$ cat src/design/apcl_regs.vh
// register map, field positions and reset values for the alarm and pin config logic
// Function
// low reset level returns every internal node to its power-on value.
// overtemp alarm pin driven low and latched above 130 C or programmed threshold.
// two overtemp flags, latched holds, live shows still above threshold.
// clear bit 6 written in any channel register releases latched overtemp alarm.
// guard/clamp alarm output stays disabled after reset until enabled.
// control bits enable guard/clamp alarm output and pick latched or live.
// guard and clamp alarm sources separately enabled onto the shared output.
// per channel, per source, one latched and one live status flag.
// interface select pin low picks SPI, high picks LVDS; undriven means SPI.
// in LVDS mode comparator output pins become differential interface pins.
// shared low-sense input is default ground reference for all channels.
// software may switch each channel's guard pin to dedicated low-sense input.
// at power-on pin is guard input; in low-sense use guard takes high sense.
// latched output holds until clear or reset; unlatched follows live condition.
`ifndef APCL_REGS_VH
`define APCL_REGS_VH
`define APCL_SYSCTRL_ADDR 4'h0
`define APCL_CHREG_ADDR 4'h4
`define APCL_TEMPTH_ADDR 4'h8
`define APCL_ALMSTAT_ADDR 4'hC
`define APCL_INTSTAT_ADDR 5'h10
`define APCL_INTMASK_ADDR 5'h14
`define APCL_CLEAR_BIT 6
`define APCL_TEMP_DEFAULT 8'h82
`define APCL_SYS_CGEN 0
`define APCL_SYS_CGLATCH 1
`define APCL_SYS_GUARDEN 2
`define APCL_SYS_CLAMPEN 3
`define APCL_SYS_LSENSE_LSB 4
`define APCL_SYS_THUSE 8
`define APCL_SYSCTRL_RESET 32'h00000000
`endif

$ cat src/design/apcl_sync.v
// two-flop synchroniser for a vector of pin inputs
`timescale 1ns/1ps
module apcl_sync #(
    parameter W = 1
) (
    input wire aclk,
    input wire aresetn,
    input wire [W-1:0] d,
    output reg [W-1:0] q
);
    reg [W-1:0] meta_reg;

    // first stage feeds only the second stage
    always @(posedge aclk) begin
        if (!aresetn) begin
            meta_reg <= {W{1'b0}};
            q <= {W{1'b0}};
        end else begin
            meta_reg <= d;
            q <= meta_reg;
        end
    end
endmodule

$ cat src/design/apcl_top.v
// alarm and pin configuration logic with an AXI4-Lite register slave
`timescale 1ns/1ps
`include "apcl_regs.vh"
module apcl_top (
    input wire aclk,
    input wire aresetn,
    input wire [4:0] s_axi_awaddr,
    input wire s_axi_awvalid,
    output wire s_axi_awready,
    input wire [31:0] s_axi_wdata,
    input wire [3:0] s_axi_wstrb,
    input wire s_axi_wvalid,
    output wire s_axi_wready,
    output reg [1:0] s_axi_bresp,
    output reg s_axi_bvalid,
    input wire s_axi_bready,
    input wire [4:0] s_axi_araddr,
    input wire s_axi_arvalid,
    output wire s_axi_arready,
    output reg [31:0] s_axi_rdata,
    output reg [1:0] s_axi_rresp,
    output reg s_axi_rvalid,
    input wire s_axi_rready,
    input wire [7:0] junction_temp,
    input wire [3:0] guard_fault,
    input wire [3:0] clamp_fault,
    input wire iface_select,
    output wire overtemp_alarm_n_o,
    output wire overtemp_alarm_n_oe_n,
    output wire guard_clamp_alarm_n_o,
    output wire guard_clamp_alarm_n_oe_n,
    output reg lvds_mode,
    output reg [3:0] comparator_pins_as_lvds,
    output reg [3:0] guard_or_low_sense_sel,
    output reg [3:0] guard_amp_from_high_sense,
    output reg shared_low_sense_in_use,
    output wire irq
);
    // synchronised pin-side inputs
    // every pin input crosses into aclk through two flops before any use
    wire [7:0] temp_s;
    wire [3:0] guard_s;
    wire [3:0] clamp_s;
    wire iface_s;

    apcl_sync #(.W(17)) u_sync (
        .aclk(aclk),
        .aresetn(aresetn),
        .d({junction_temp, guard_fault, clamp_fault, iface_select}),
        .q({temp_s, guard_s, clamp_s, iface_s})
    );

    // registers
    reg [31:0] sysctrl_reg;
    reg [7:0] temp_th_reg;
    reg [3:0] chreg_reg;
    reg temp_latch_reg;
    reg [3:0] guard_latch_reg;
    reg [3:0] clamp_latch_reg;
    reg [2:0] int_stat_reg;
    reg [2:0] int_mask_reg;
    reg temp_live_d_reg;
    reg [3:0] guard_live_d_reg;
    reg [3:0] clamp_live_d_reg;
    reg aw_hold_reg;
    reg w_hold_reg;
    reg [4:0] aw_addr_reg;
    reg [31:0] w_data_reg;
    reg [3:0] w_strb_reg;
    reg [7:0] temp_prev_reg;
    reg [7:0] temp_cur_reg;
    reg cg_oe_n_reg;

    // active threshold: default unless control bit 8 selects the programmed one
    // switching between the two takes effect on the very next compare
    wire [7:0] threshold;
    assign threshold = sysctrl_reg[`APCL_SYS_THUSE] ? temp_th_reg : `APCL_TEMP_DEFAULT;

    // temperature word: each bit is synchronised alone, so a change can show a mix of
    // old and new bits for one cycle; a word is taken only when two samples agree
    always @(posedge aclk) begin
        if (!aresetn) begin
            temp_prev_reg <= 8'h00;
            temp_cur_reg <= 8'h00;
        end else begin
            temp_prev_reg <= temp_s;
            if (temp_s == temp_prev_reg) begin
                temp_cur_reg <= temp_s;
            end
        end
    end

    // live conditions; fault pins are one bit per channel, so two flops suffice
    wire temp_live;
    wire [3:0] guard_live;
    wire [3:0] clamp_live;
    assign temp_live = (temp_cur_reg > threshold);
    assign guard_live = guard_s;
    assign clamp_live = clamp_s;

    // write channel acceptance; each address and data channel taken independently
    // a pending response blocks both channels, so one write at most is under way
    assign s_axi_awready = !aw_hold_reg && !s_axi_bvalid;
    assign s_axi_wready = !w_hold_reg && !s_axi_bvalid;
    wire aw_have;
    wire w_have;
    wire [4:0] wr_addr;
    wire [31:0] wr_data;
    wire [3:0] wr_strb;
    assign aw_have = aw_hold_reg || (s_axi_awvalid && s_axi_awready);
    assign w_have = w_hold_reg || (s_axi_wvalid && s_axi_wready);
    assign wr_addr = aw_hold_reg ? aw_addr_reg : s_axi_awaddr;
    assign wr_data = w_hold_reg ? w_data_reg : s_axi_wdata;
    assign wr_strb = w_hold_reg ? w_strb_reg : s_axi_wstrb;
    wire wr_fire;
    assign wr_fire = aw_have && w_have && !s_axi_bvalid;

    // byte-lane merge, used for the system control register only
    // lanes left out by the strobe keep their old contents
    function [31:0] apcl_merge;
        input [31:0] old_v;
        input [31:0] new_v;
        input [3:0] strb;
        integer i;
        begin
            apcl_merge = old_v;
            for (i = 0; i < 4; i = i + 1) begin
                if (strb[i]) begin
                    apcl_merge[i*8 +: 8] = new_v[i*8 +: 8];
                end
            end
        end
    endfunction

    // address decode, shared by read and write paths
    // misaligned or out-of-range addresses answer with a slave error
    function apcl_mapped;
        input [4:0] a;
        begin
            apcl_mapped = (a[1:0] == 2'h0) && (a <= `APCL_INTMASK_ADDR);
        end
    endfunction

    wire wr_sys;
    wire wr_ch;
    wire wr_th;
    wire wr_mask;
    assign wr_sys = wr_fire && (wr_addr == {1'b0, `APCL_SYSCTRL_ADDR});
    assign wr_ch = wr_fire && (wr_addr == {1'b0, `APCL_CHREG_ADDR});
    assign wr_th = wr_fire && (wr_addr == {1'b0, `APCL_TEMPTH_ADDR});
    assign wr_mask = wr_fire && (wr_addr == `APCL_INTMASK_ADDR);

    // clear pulse: bit 6 of a channel register write with that lane enabled
    wire temp_clear;
    assign temp_clear = wr_ch && wr_strb[0] && wr_data[`APCL_CLEAR_BIT];

    // read-side accept; reading status clears interrupt bits
    // the word returned is the one cleared, as both happen on one edge
    assign s_axi_arready = !s_axi_rvalid;
    wire rd_fire;
    assign rd_fire = s_axi_arvalid && s_axi_arready;
    wire rd_intstat;
    assign rd_intstat = rd_fire && (s_axi_araddr == `APCL_INTSTAT_ADDR);

    // interrupt events: rising edges of the three live alarm kinds
    // only rising edges count, so a standing fault raises one event
    wire [2:0] int_event;
    assign int_event[0] = temp_live && !temp_live_d_reg;
    assign int_event[1] = |(guard_live & ~guard_live_d_reg);
    assign int_event[2] = |(clamp_live & ~clamp_live_d_reg);

    // latched alarm flags: set beats clear in the same cycle
    // a clear that meets a live condition is lost; the host clears again later
    wire temp_latch_next;
    assign temp_latch_next = temp_live | (temp_latch_reg & ~temp_clear);

    // per-channel latched flags for guard and clamp sources
    // one clear write empties every channel of both sources
    genvar ch;
    generate
        for (ch = 0; ch < 4; ch = ch + 1) begin : g_ch
            always @(posedge aclk) begin
                if (!aresetn) begin
                    guard_latch_reg[ch] <= 1'b0;
                    clamp_latch_reg[ch] <= 1'b0;
                end else begin
                    // live set wins over the clear write
                    guard_latch_reg[ch] <= guard_live[ch] | (guard_latch_reg[ch] & ~temp_clear);
                    clamp_latch_reg[ch] <= clamp_live[ch] | (clamp_latch_reg[ch] & ~temp_clear);
                end
            end
        end
    endgenerate

    // main control registers
    // threshold, channel and mask registers store the low byte lane only
    always @(posedge aclk) begin
        if (!aresetn) begin
            sysctrl_reg <= `APCL_SYSCTRL_RESET;
            temp_th_reg <= `APCL_TEMP_DEFAULT;
            chreg_reg <= 4'h0;
            temp_latch_reg <= 1'b0;
            int_stat_reg <= 3'h0;
            int_mask_reg <= 3'h0;
            temp_live_d_reg <= 1'b0;
            guard_live_d_reg <= 4'h0;
            clamp_live_d_reg <= 4'h0;
        end else begin
            temp_latch_reg <= temp_latch_next;
            temp_live_d_reg <= temp_live;
            guard_live_d_reg <= guard_live;
            clamp_live_d_reg <= clamp_live;
            if (wr_sys) begin
                sysctrl_reg <= apcl_merge(sysctrl_reg, wr_data, wr_strb);
            end
            if (wr_th) begin
                temp_th_reg <= wr_strb[0] ? wr_data[7:0] : temp_th_reg;
            end
            if (wr_ch) begin
                chreg_reg <= wr_strb[0] ? wr_data[3:0] : chreg_reg;
            end
            if (wr_mask) begin
                int_mask_reg <= wr_strb[0] ? wr_data[2:0] : int_mask_reg;
            end
            // new events survive a clearing read
            int_stat_reg <= (rd_intstat ? 3'h0 : int_stat_reg) | int_event;
        end
    end

    // write channel holding and response
    // an address or data beat that arrives alone waits here for its partner
    always @(posedge aclk) begin
        if (!aresetn) begin
            aw_hold_reg <= 1'b0;
            w_hold_reg <= 1'b0;
            aw_addr_reg <= 5'h00;
            w_data_reg <= 32'h00000000;
            w_strb_reg <= 4'h0;
            s_axi_bvalid <= 1'b0;
            s_axi_bresp <= 2'h0;
        end else begin
            if (wr_fire) begin
                aw_hold_reg <= 1'b0;
                w_hold_reg <= 1'b0;
                s_axi_bvalid <= 1'b1;
                s_axi_bresp <= apcl_mapped(wr_addr) ? 2'h0 : 2'h2;
            end else begin
                if (s_axi_awvalid && s_axi_awready) begin
                    aw_hold_reg <= 1'b1;
                    aw_addr_reg <= s_axi_awaddr;
                end
                if (s_axi_wvalid && s_axi_wready) begin
                    w_hold_reg <= 1'b1;
                    w_data_reg <= s_axi_wdata;
                    w_strb_reg <= s_axi_wstrb;
                end
                if (s_axi_bvalid && s_axi_bready) begin
                    s_axi_bvalid <= 1'b0;
                end
            end
        end
    end

    // alarm status word: live and latched flags per channel and source
    // read only; a write to it answers OKAY and changes nothing
    wire [31:0] alm_status;
    assign alm_status = {14'h0000, temp_live, temp_latch_reg,
                         clamp_live, clamp_latch_reg, guard_live, guard_latch_reg};

    // read data path
    always @(posedge aclk) begin
        if (!aresetn) begin
            s_axi_rvalid <= 1'b0;
            s_axi_rdata <= 32'h00000000;
            s_axi_rresp <= 2'h0;
        end else if (rd_fire) begin
            s_axi_rvalid <= 1'b1;
            s_axi_rresp <= apcl_mapped(s_axi_araddr) ? 2'h0 : 2'h2;
            case (s_axi_araddr)
                {1'b0, `APCL_SYSCTRL_ADDR}: s_axi_rdata <= sysctrl_reg;
                {1'b0, `APCL_CHREG_ADDR}: s_axi_rdata <= {28'h0000000, chreg_reg};
                {1'b0, `APCL_TEMPTH_ADDR}: s_axi_rdata <= {24'h000000, temp_th_reg};
                {1'b0, `APCL_ALMSTAT_ADDR}: s_axi_rdata <= alm_status;
                `APCL_INTSTAT_ADDR: s_axi_rdata <= {29'h00000000, int_stat_reg};
                `APCL_INTMASK_ADDR: s_axi_rdata <= {29'h00000000, int_mask_reg};
                default: s_axi_rdata <= 32'h00000000;
            endcase
        end else if (s_axi_rready) begin
            s_axi_rvalid <= 1'b0;
        end
    end

    // guard/clamp alarm: sources gated per enable, then latched or live
    wire cg_live;
    wire cg_latched;
    wire cg_assert;
    assign cg_live = (sysctrl_reg[`APCL_SYS_GUARDEN] & (|guard_live))
                   | (sysctrl_reg[`APCL_SYS_CLAMPEN] & (|clamp_live));
    assign cg_latched = (sysctrl_reg[`APCL_SYS_GUARDEN] & (|guard_latch_reg))
                      | (sysctrl_reg[`APCL_SYS_CLAMPEN] & (|clamp_latch_reg));
    assign cg_assert = sysctrl_reg[`APCL_SYS_CGEN]
                     & (sysctrl_reg[`APCL_SYS_CGLATCH] ? cg_latched : cg_live);

    // registered so that a glitch among the enable terms never reaches the pin
    always @(posedge aclk) begin
        if (!aresetn) begin
            cg_oe_n_reg <= 1'h1;
        end else begin
            cg_oe_n_reg <= ~cg_assert;
        end
    end

    // open drain: output always low, enable low means pulling the pin low
    // the pin is never driven high; the board pull-up supplies that level
    assign overtemp_alarm_n_o = 1'b0;
    assign overtemp_alarm_n_oe_n = ~temp_latch_reg;
    assign guard_clamp_alarm_n_o = 1'b0;
    assign guard_clamp_alarm_n_oe_n = cg_oe_n_reg;

    // pin function selection from interface pin and per-channel config
    // the mode follows the pin level outside reset; nothing latches it at reset
    always @(posedge aclk) begin
        if (!aresetn) begin
            lvds_mode <= 1'b0;
            comparator_pins_as_lvds <= 4'h0;
            guard_or_low_sense_sel <= 4'h0;
            guard_amp_from_high_sense <= 4'h0;
            shared_low_sense_in_use <= 1'b1;
        end else begin
            lvds_mode <= iface_s;
            comparator_pins_as_lvds <= {4{iface_s}};
            guard_or_low_sense_sel <= sysctrl_reg[`APCL_SYS_LSENSE_LSB +: 4];
            guard_amp_from_high_sense <= sysctrl_reg[`APCL_SYS_LSENSE_LSB +: 4];
            shared_low_sense_in_use <= ~&sysctrl_reg[`APCL_SYS_LSENSE_LSB +: 4];
        end
    end

    // level interrupt from unmasked sticky bits
    // the mask gates only the output; status bits still gather events
    assign irq = |(int_stat_reg & int_mask_reg);
endmodule

$ cat config.mk
export PLATFORM = sky130hd
export DESIGN_NAME = apcl_top
export DESIGN_NICKNAME = d
export VERILOG_FILES = /design/src/design/apcl_sync.v /design/src/design/apcl_top.v
export VERILOG_INCLUDE_DIRS = /design/src /design/src/design
export SDC_FILE = /design/constraint.sdc
export NUM_CORES = 1
export LEC_CHECK = 0
export BUFFER_PORTS_ARGS = -buffer_cell sky130_fd_sc_hd__buf_2
export CAP_MARGIN = 10
export CORE_MARGIN = 2
export CORE_UTILIZATION = 57
export CTS_BUF_LIST = sky130_fd_sc_hd__clkbuf_4
export DETAILED_ROUTE_END_ITERATION = 6
export PLACE_DENSITY = 0.85
export SLEW_MARGIN = 10
export SYNTH_ARGS = -nofsm -noshare
export SYNTH_HDL_FRONTEND = slang
export SYNTH_SLANG_ARGS = --single-unit
$ cat constraint.sdc
create_clock -name aclk -period 2.1 [get_ports aclk]
set_input_delay 0.42 -clock aclk [delete_from_list [all_inputs] [get_ports aclk]]
set_output_delay 0.42 -clock aclk [all_outputs]
set_load 0.05 [all_outputs]
== Word-level counts from Yosys, hierarchy flattened ==
Cells that the tools add are included.
Cells by class
  magnitude comparators: 3
  equal/unequal tests: 9
  mux-type cells: 13
  bitwise gates (word level): 36
  reduce and logical (&&, ||, !) cells: 50
Operator list (number)
  32-bit case mux with 6 select lines: 1
  32-bit two-way mux: 1
  4-bit OR reduction: 6
  1-bit logical AND: 18
  2-bit AND reduction: 9
  5-bit by 4-bit == test with 1-bit output, second input constant: 3
  5-bit == test, second input constant: 3
  1-bit AND: 14
  1-bit OR: 11
  5-bit by 3-bit == test with 1-bit output, second input constant: 2
  5-bit <= comparator, second input constant: 2
  5-bit zero test: 2
  4-bit AND: 2
  8-bit == test: 1
  8-bit greater-than comparator: 1
  8-bit two-way mux: 1
  4-bit NOT: 2
  1-bit zero test: 6
  1-bit two-way mux: 5
  5-bit two-way mux: 1
  1-bit NOT: 5
  2-bit zero test: 2
  2-bit two-way mux: 2
  4-bit two-way mux: 1
  other kinds (8): 10
Storage, ports and cells
  register bits after elaboration: 207
  input bits: 70

== Logic depth before layout (Yosys ltp) ==
  depth after elaboration: 12
  depth in mapped cells: 8
  mapped depth without buffers: 7

== By module ==
A second synthesis with hierarchy kept.
Second synthesis, totals
  cells, all modules: 852
  area total of the unflattened synthesis: 8139.1 um^2
By module, submodules not included
  apcl_top: instances 1, cells an instance 781, area each 7188.1 um^2, seq. area each 3403.3 um^2
  apcl_sync: instances 1, cells an instance 71, area each 950.9 um^2, seq. area each 680.7 um^2

== Least setup slack after synthesis ==
Ideal clock, no wire load.
  kind: flip-flop to output port
  start: register w_hold_reg
  end: output port s_axi_wready
  arrival: 1.568 ns
  required time: 1.680 ns
  setup slack: 0.112 ns
  cell stages (with the launch flop): 5
  path buffers: 3
  path through: dfxtp_1 -> buf_2 -> buf_2 -> buf_2 -> nor2_1
On the way
  cells in the longest elaborated chain, start to end: 2
RTL lines
  from (decl): RTL line apcl_top.v:66  | reg w_hold_reg;
  from (signal assigned): RTL line apcl_top.v:235  | w_hold_reg <= 1'b0;
  from (signal assigned): RTL line apcl_top.v:244  | w_hold_reg <= 1'b0;
  from (signal assigned): RTL line apcl_top.v:253  | w_hold_reg <= 1'b1;
  1-bit zero test: RTL line apcl_top.v:104  | assign s_axi_wready = !w_hold_reg && !s_axi_bvalid;
  1-bit logical AND: RTL line apcl_top.v:104
  to (decl): RTL line apcl_top.v:13  | output wire s_axi_wready,
No other way between the ends.

== Worst setup path in the final report ==
  start: register int_stat_reg[2]
  end: output port irq
On the way
  cells in the longest elaborated chain, start to end: 2
RTL lines
  from (decl): RTL line apcl_top.v:60  | reg [2:0] int_stat_reg;
  from (signal assigned): RTL line apcl_top.v:226  | int_stat_reg <= (rd_intstat ? 3'h0 : int_stat_reg) | int_event;
  3-bit AND: RTL line apcl_top.v:340  | assign irq = |(int_stat_reg & int_mask_reg);
  3-bit OR reduction: RTL line apcl_top.v:340
  to (decl): RTL line apcl_top.v:37  | output wire irq
No other way between the ends.

==> impl_metrics.yaml <==
synth:
  ys_async_sr_fraction_pct: 0
  synth_xor_area_share_pct: 0.8779
  ys_seq_area_share_pct: 51.17
  synth-edff-count: 0
  yosys_most_used_dff: "dfxtp_1"
  yosysUniqueCellTypes: 50
  synthSimpleGateAreaFrac_pct: 18.69
  synth_seq_cells: 204
  synth_compound_area_share_pct: 12.98
  syn_area_um2: 7981
  synth_warnings: 0
  syn_inst: 861
  avgSynthCellArea_um2: 9.270
  synthAdderAreaFrac_pct: 1.254
  synth_top_family_by_area: "simple AND/OR/NAND/NOR gates"
  synth.area.mux_share_pct: 10.08
clocking:
  clock-sinks: 204
  clkTransAtPathRegs_ns: 0.07
  clk_latency_ns: 0.65
  h-tree-depth: 2
  cts_tree: "done"
  numCtsBuffers: 51
  ctsLongestPathBuffers: 3
  cts-root-buf: "clkbuf_4"
worst_setup_path:
  rrSetupSlack_ns: 0.08
  critPathKind: "flop to output port"
  critPathLaunchType: "flop"
  reg2reg_depth: 7
  endpoint_kind: "output port"
  required_ns: 1.68
  r2r_start: "sysctrl_reg[8]"
  rr_endpoint: "s_axi_rdata[17]"
  crit_arrival_ns: 1.61
  cp_max_fo: 3
global_route:
  antenna_found_initial: 1
  first_global_vias: 6411
  overflow: 0
  grt_start_max_net_pins: 60
  track_usage_pct: 25.75
  grt_pass1_wl_mm: 30.69
timing:
  setup_violations: 0
  timing.final.crit_share_pct: 96.80
  fin_ws_ns: 0.06721
  fin_hold_ws_ns: 0.02578
  finalClockSkew_ns: 0.05748
  fmax_mhz: 491.9
  finalHoldViolCount: 0
  slew_viol_final: 0
  tightest_slew_ns: 0.6219
  fin_crit_ns: 2.033
  relSlewSlack_pct: 58.54
  rsz0062_at_grt: "false"
min_path:
  holdPathStages: 3
  min_from: "s_axi_wdata[28]"
  hold_end: "w_data_reg[28]"
  hp-class: "primary input to flop"
floorplanning:
  initial_core_util_pct: 57.95
  die_width_um: 122.3
  floorplan.die_area_um2: 14960
  num_rows: 43
  die_h_um: 122.3
  coreArea_um2: 13770
  ios: 130
power:
  irDropWorstVdd_mv: 0.4554
  p_leak_nw: 4.159
  power_density_nw_per_um2: 816.9
  totalPowerFinal_mw: 7.925
placed_design:
  port_buffers: 125
  routabilityCongestion: 0.9122
  dpl_cell_area_um2: 8787
  hpwl_mm: 12.92
  place_ws_ns: -0.05913
routing:
  vias: 6835
  drt_wl_total_mm: 19.40
  wl_per_cell_um: 15.64
  drt-initial-drc-count: 552
  viasPerCell: 5.512
  drc: 0
  drt-pass1-iter-count: 5
  antenna_left: 0
layout:
  area_delta_synth_final_pct: 21.56
  layout_common_cells: "203 x dfxtp_1, 129 x nand2_1, 124 x buf_2"
  fin_nets: 1112
  design_area_um2: 9702
  layout_commonest_cell: "dfxtp_1"
  layout-drive-gt1-share_pct: 25.24
outcome:
  status: "complete, no violations"
run:
  max-cap-violations: 0
-- where the power goes --
group          internal [mW]  leakage, nW  switching, mW  total [mW]
Combinational          0.341         2.15          0.485       0.826
Sequential              3.99         1.66         0.0789        4.06
Clock                   1.59        0.348           1.44        3.03
-- per-stage QoR --
step / setup TNS [ns] / std cells / util [%]
3_3_place_gp: 0 / 1129 / 63.80
5_1_grt: 0 / 1239 / 70.42
3_5_place_dp: -0.3682 / 1129 / 63.80
6_report: 0 / 1240 / 70.44
2_1_floorplan: 0 / 864 / -
4_1_cts: 0 / 1237 / 70.19
-- worst max path at each step --
stage,from,end
global route,aw_hold_reg,sysctrl_reg[17]
finish,int_stat_reg[2],irq
floorplan,w_hold_reg,s_axi_wready
detailed placement,s_axi_awaddr[0],sysctrl_reg[16]
CTS,aw_hold_reg,alm_status[1]
global placement,s_axi_awaddr[0],sysctrl_reg[16]
-- cells in the mapped netlist (all sizes together), types with 3 or more instances --
| library cell | instances | area (µm²) |
|---|---|---|
| a211oi | 9 | 90.08 |
| a21o | 10 | 75.07 |
| a21oi | 74 | 370.4 |
| a221oi | 8 | 70.07 |
| a22o | 10 | 87.58 |
| a22oi | 9 | 67.56 |
| a31o | 3 | 26.28 |
| a32o | 3 | 30.03 |
| and2 | 52 | 325.3 |
| and3 | 3 | 18.77 |
| and4 | 3 | 26.28 |
| buf | 29 | 192.7 |
| clkbuf | 36 | 135.1 |
| dfxtp | 204 | 4084 |
| ha | 8 | 100.1 |
| inv | 16 | 60.06 |
| mux2 | 27 | 304.0 |
| mux2i | 50 | 500.5 |
| nand2 | 129 | 484.2 |
| nand2b | 3 | 18.77 |
| nand3 | 35 | 175.2 |
| nand4 | 3 | 18.77 |
| nor2 | 65 | 249.0 |
| nor2b | 7 | 43.79 |
| nor3 | 4 | 25.02 |
| nor4 | 4 | 25.02 |
| o21ai | 27 | 135.1 |
| o22ai | 3 | 18.77 |
| xor2 | 8 | 70.07 |
-- repair_timing --
item | CTS | global route
resized for setup | 0 | 5
hold endpoints to repair | 31 | 1
hold buffers | 31 | 1
buffers inserted | 0 | 0
setup endpoints to repair | 0 | 10
-- critical path, cell delays in order (launching register included) --
cell and delay, ns:
dfxtp_1 0.34, a222oi_1 0.35, inv_1 0.08, buf_4 0.20
-- per-layer routing --
metal	global-route usage [%]	wire, µm
met4	12.57	778
met3	7.017	1256
met5	0	0
met1	32.04	8325
met2	41.32	9039
-- layout make-up --
class                      instances  area [µm²]
clock inverter                     2       7.507
sequential                       204        4085
inverter                          17       65.06
timing repair buffer             182        1211
tap                              180       225.2
multi-input combinational        578        3540
clock buffer                      75       563.0
antenna                            2       5.005
fill                            1039        4071
-- logic make-up after synthesis --
family | after synthesis
DFF | 204
adders and majority gates | 8
xor gates and xnor gates | 8
buffers and inverters | 82
and+or+nand+nor | 318
other | 1
AOI/OAI and AO/OA | 163
muxes | 77
Power figures use the tool's default switching activity.
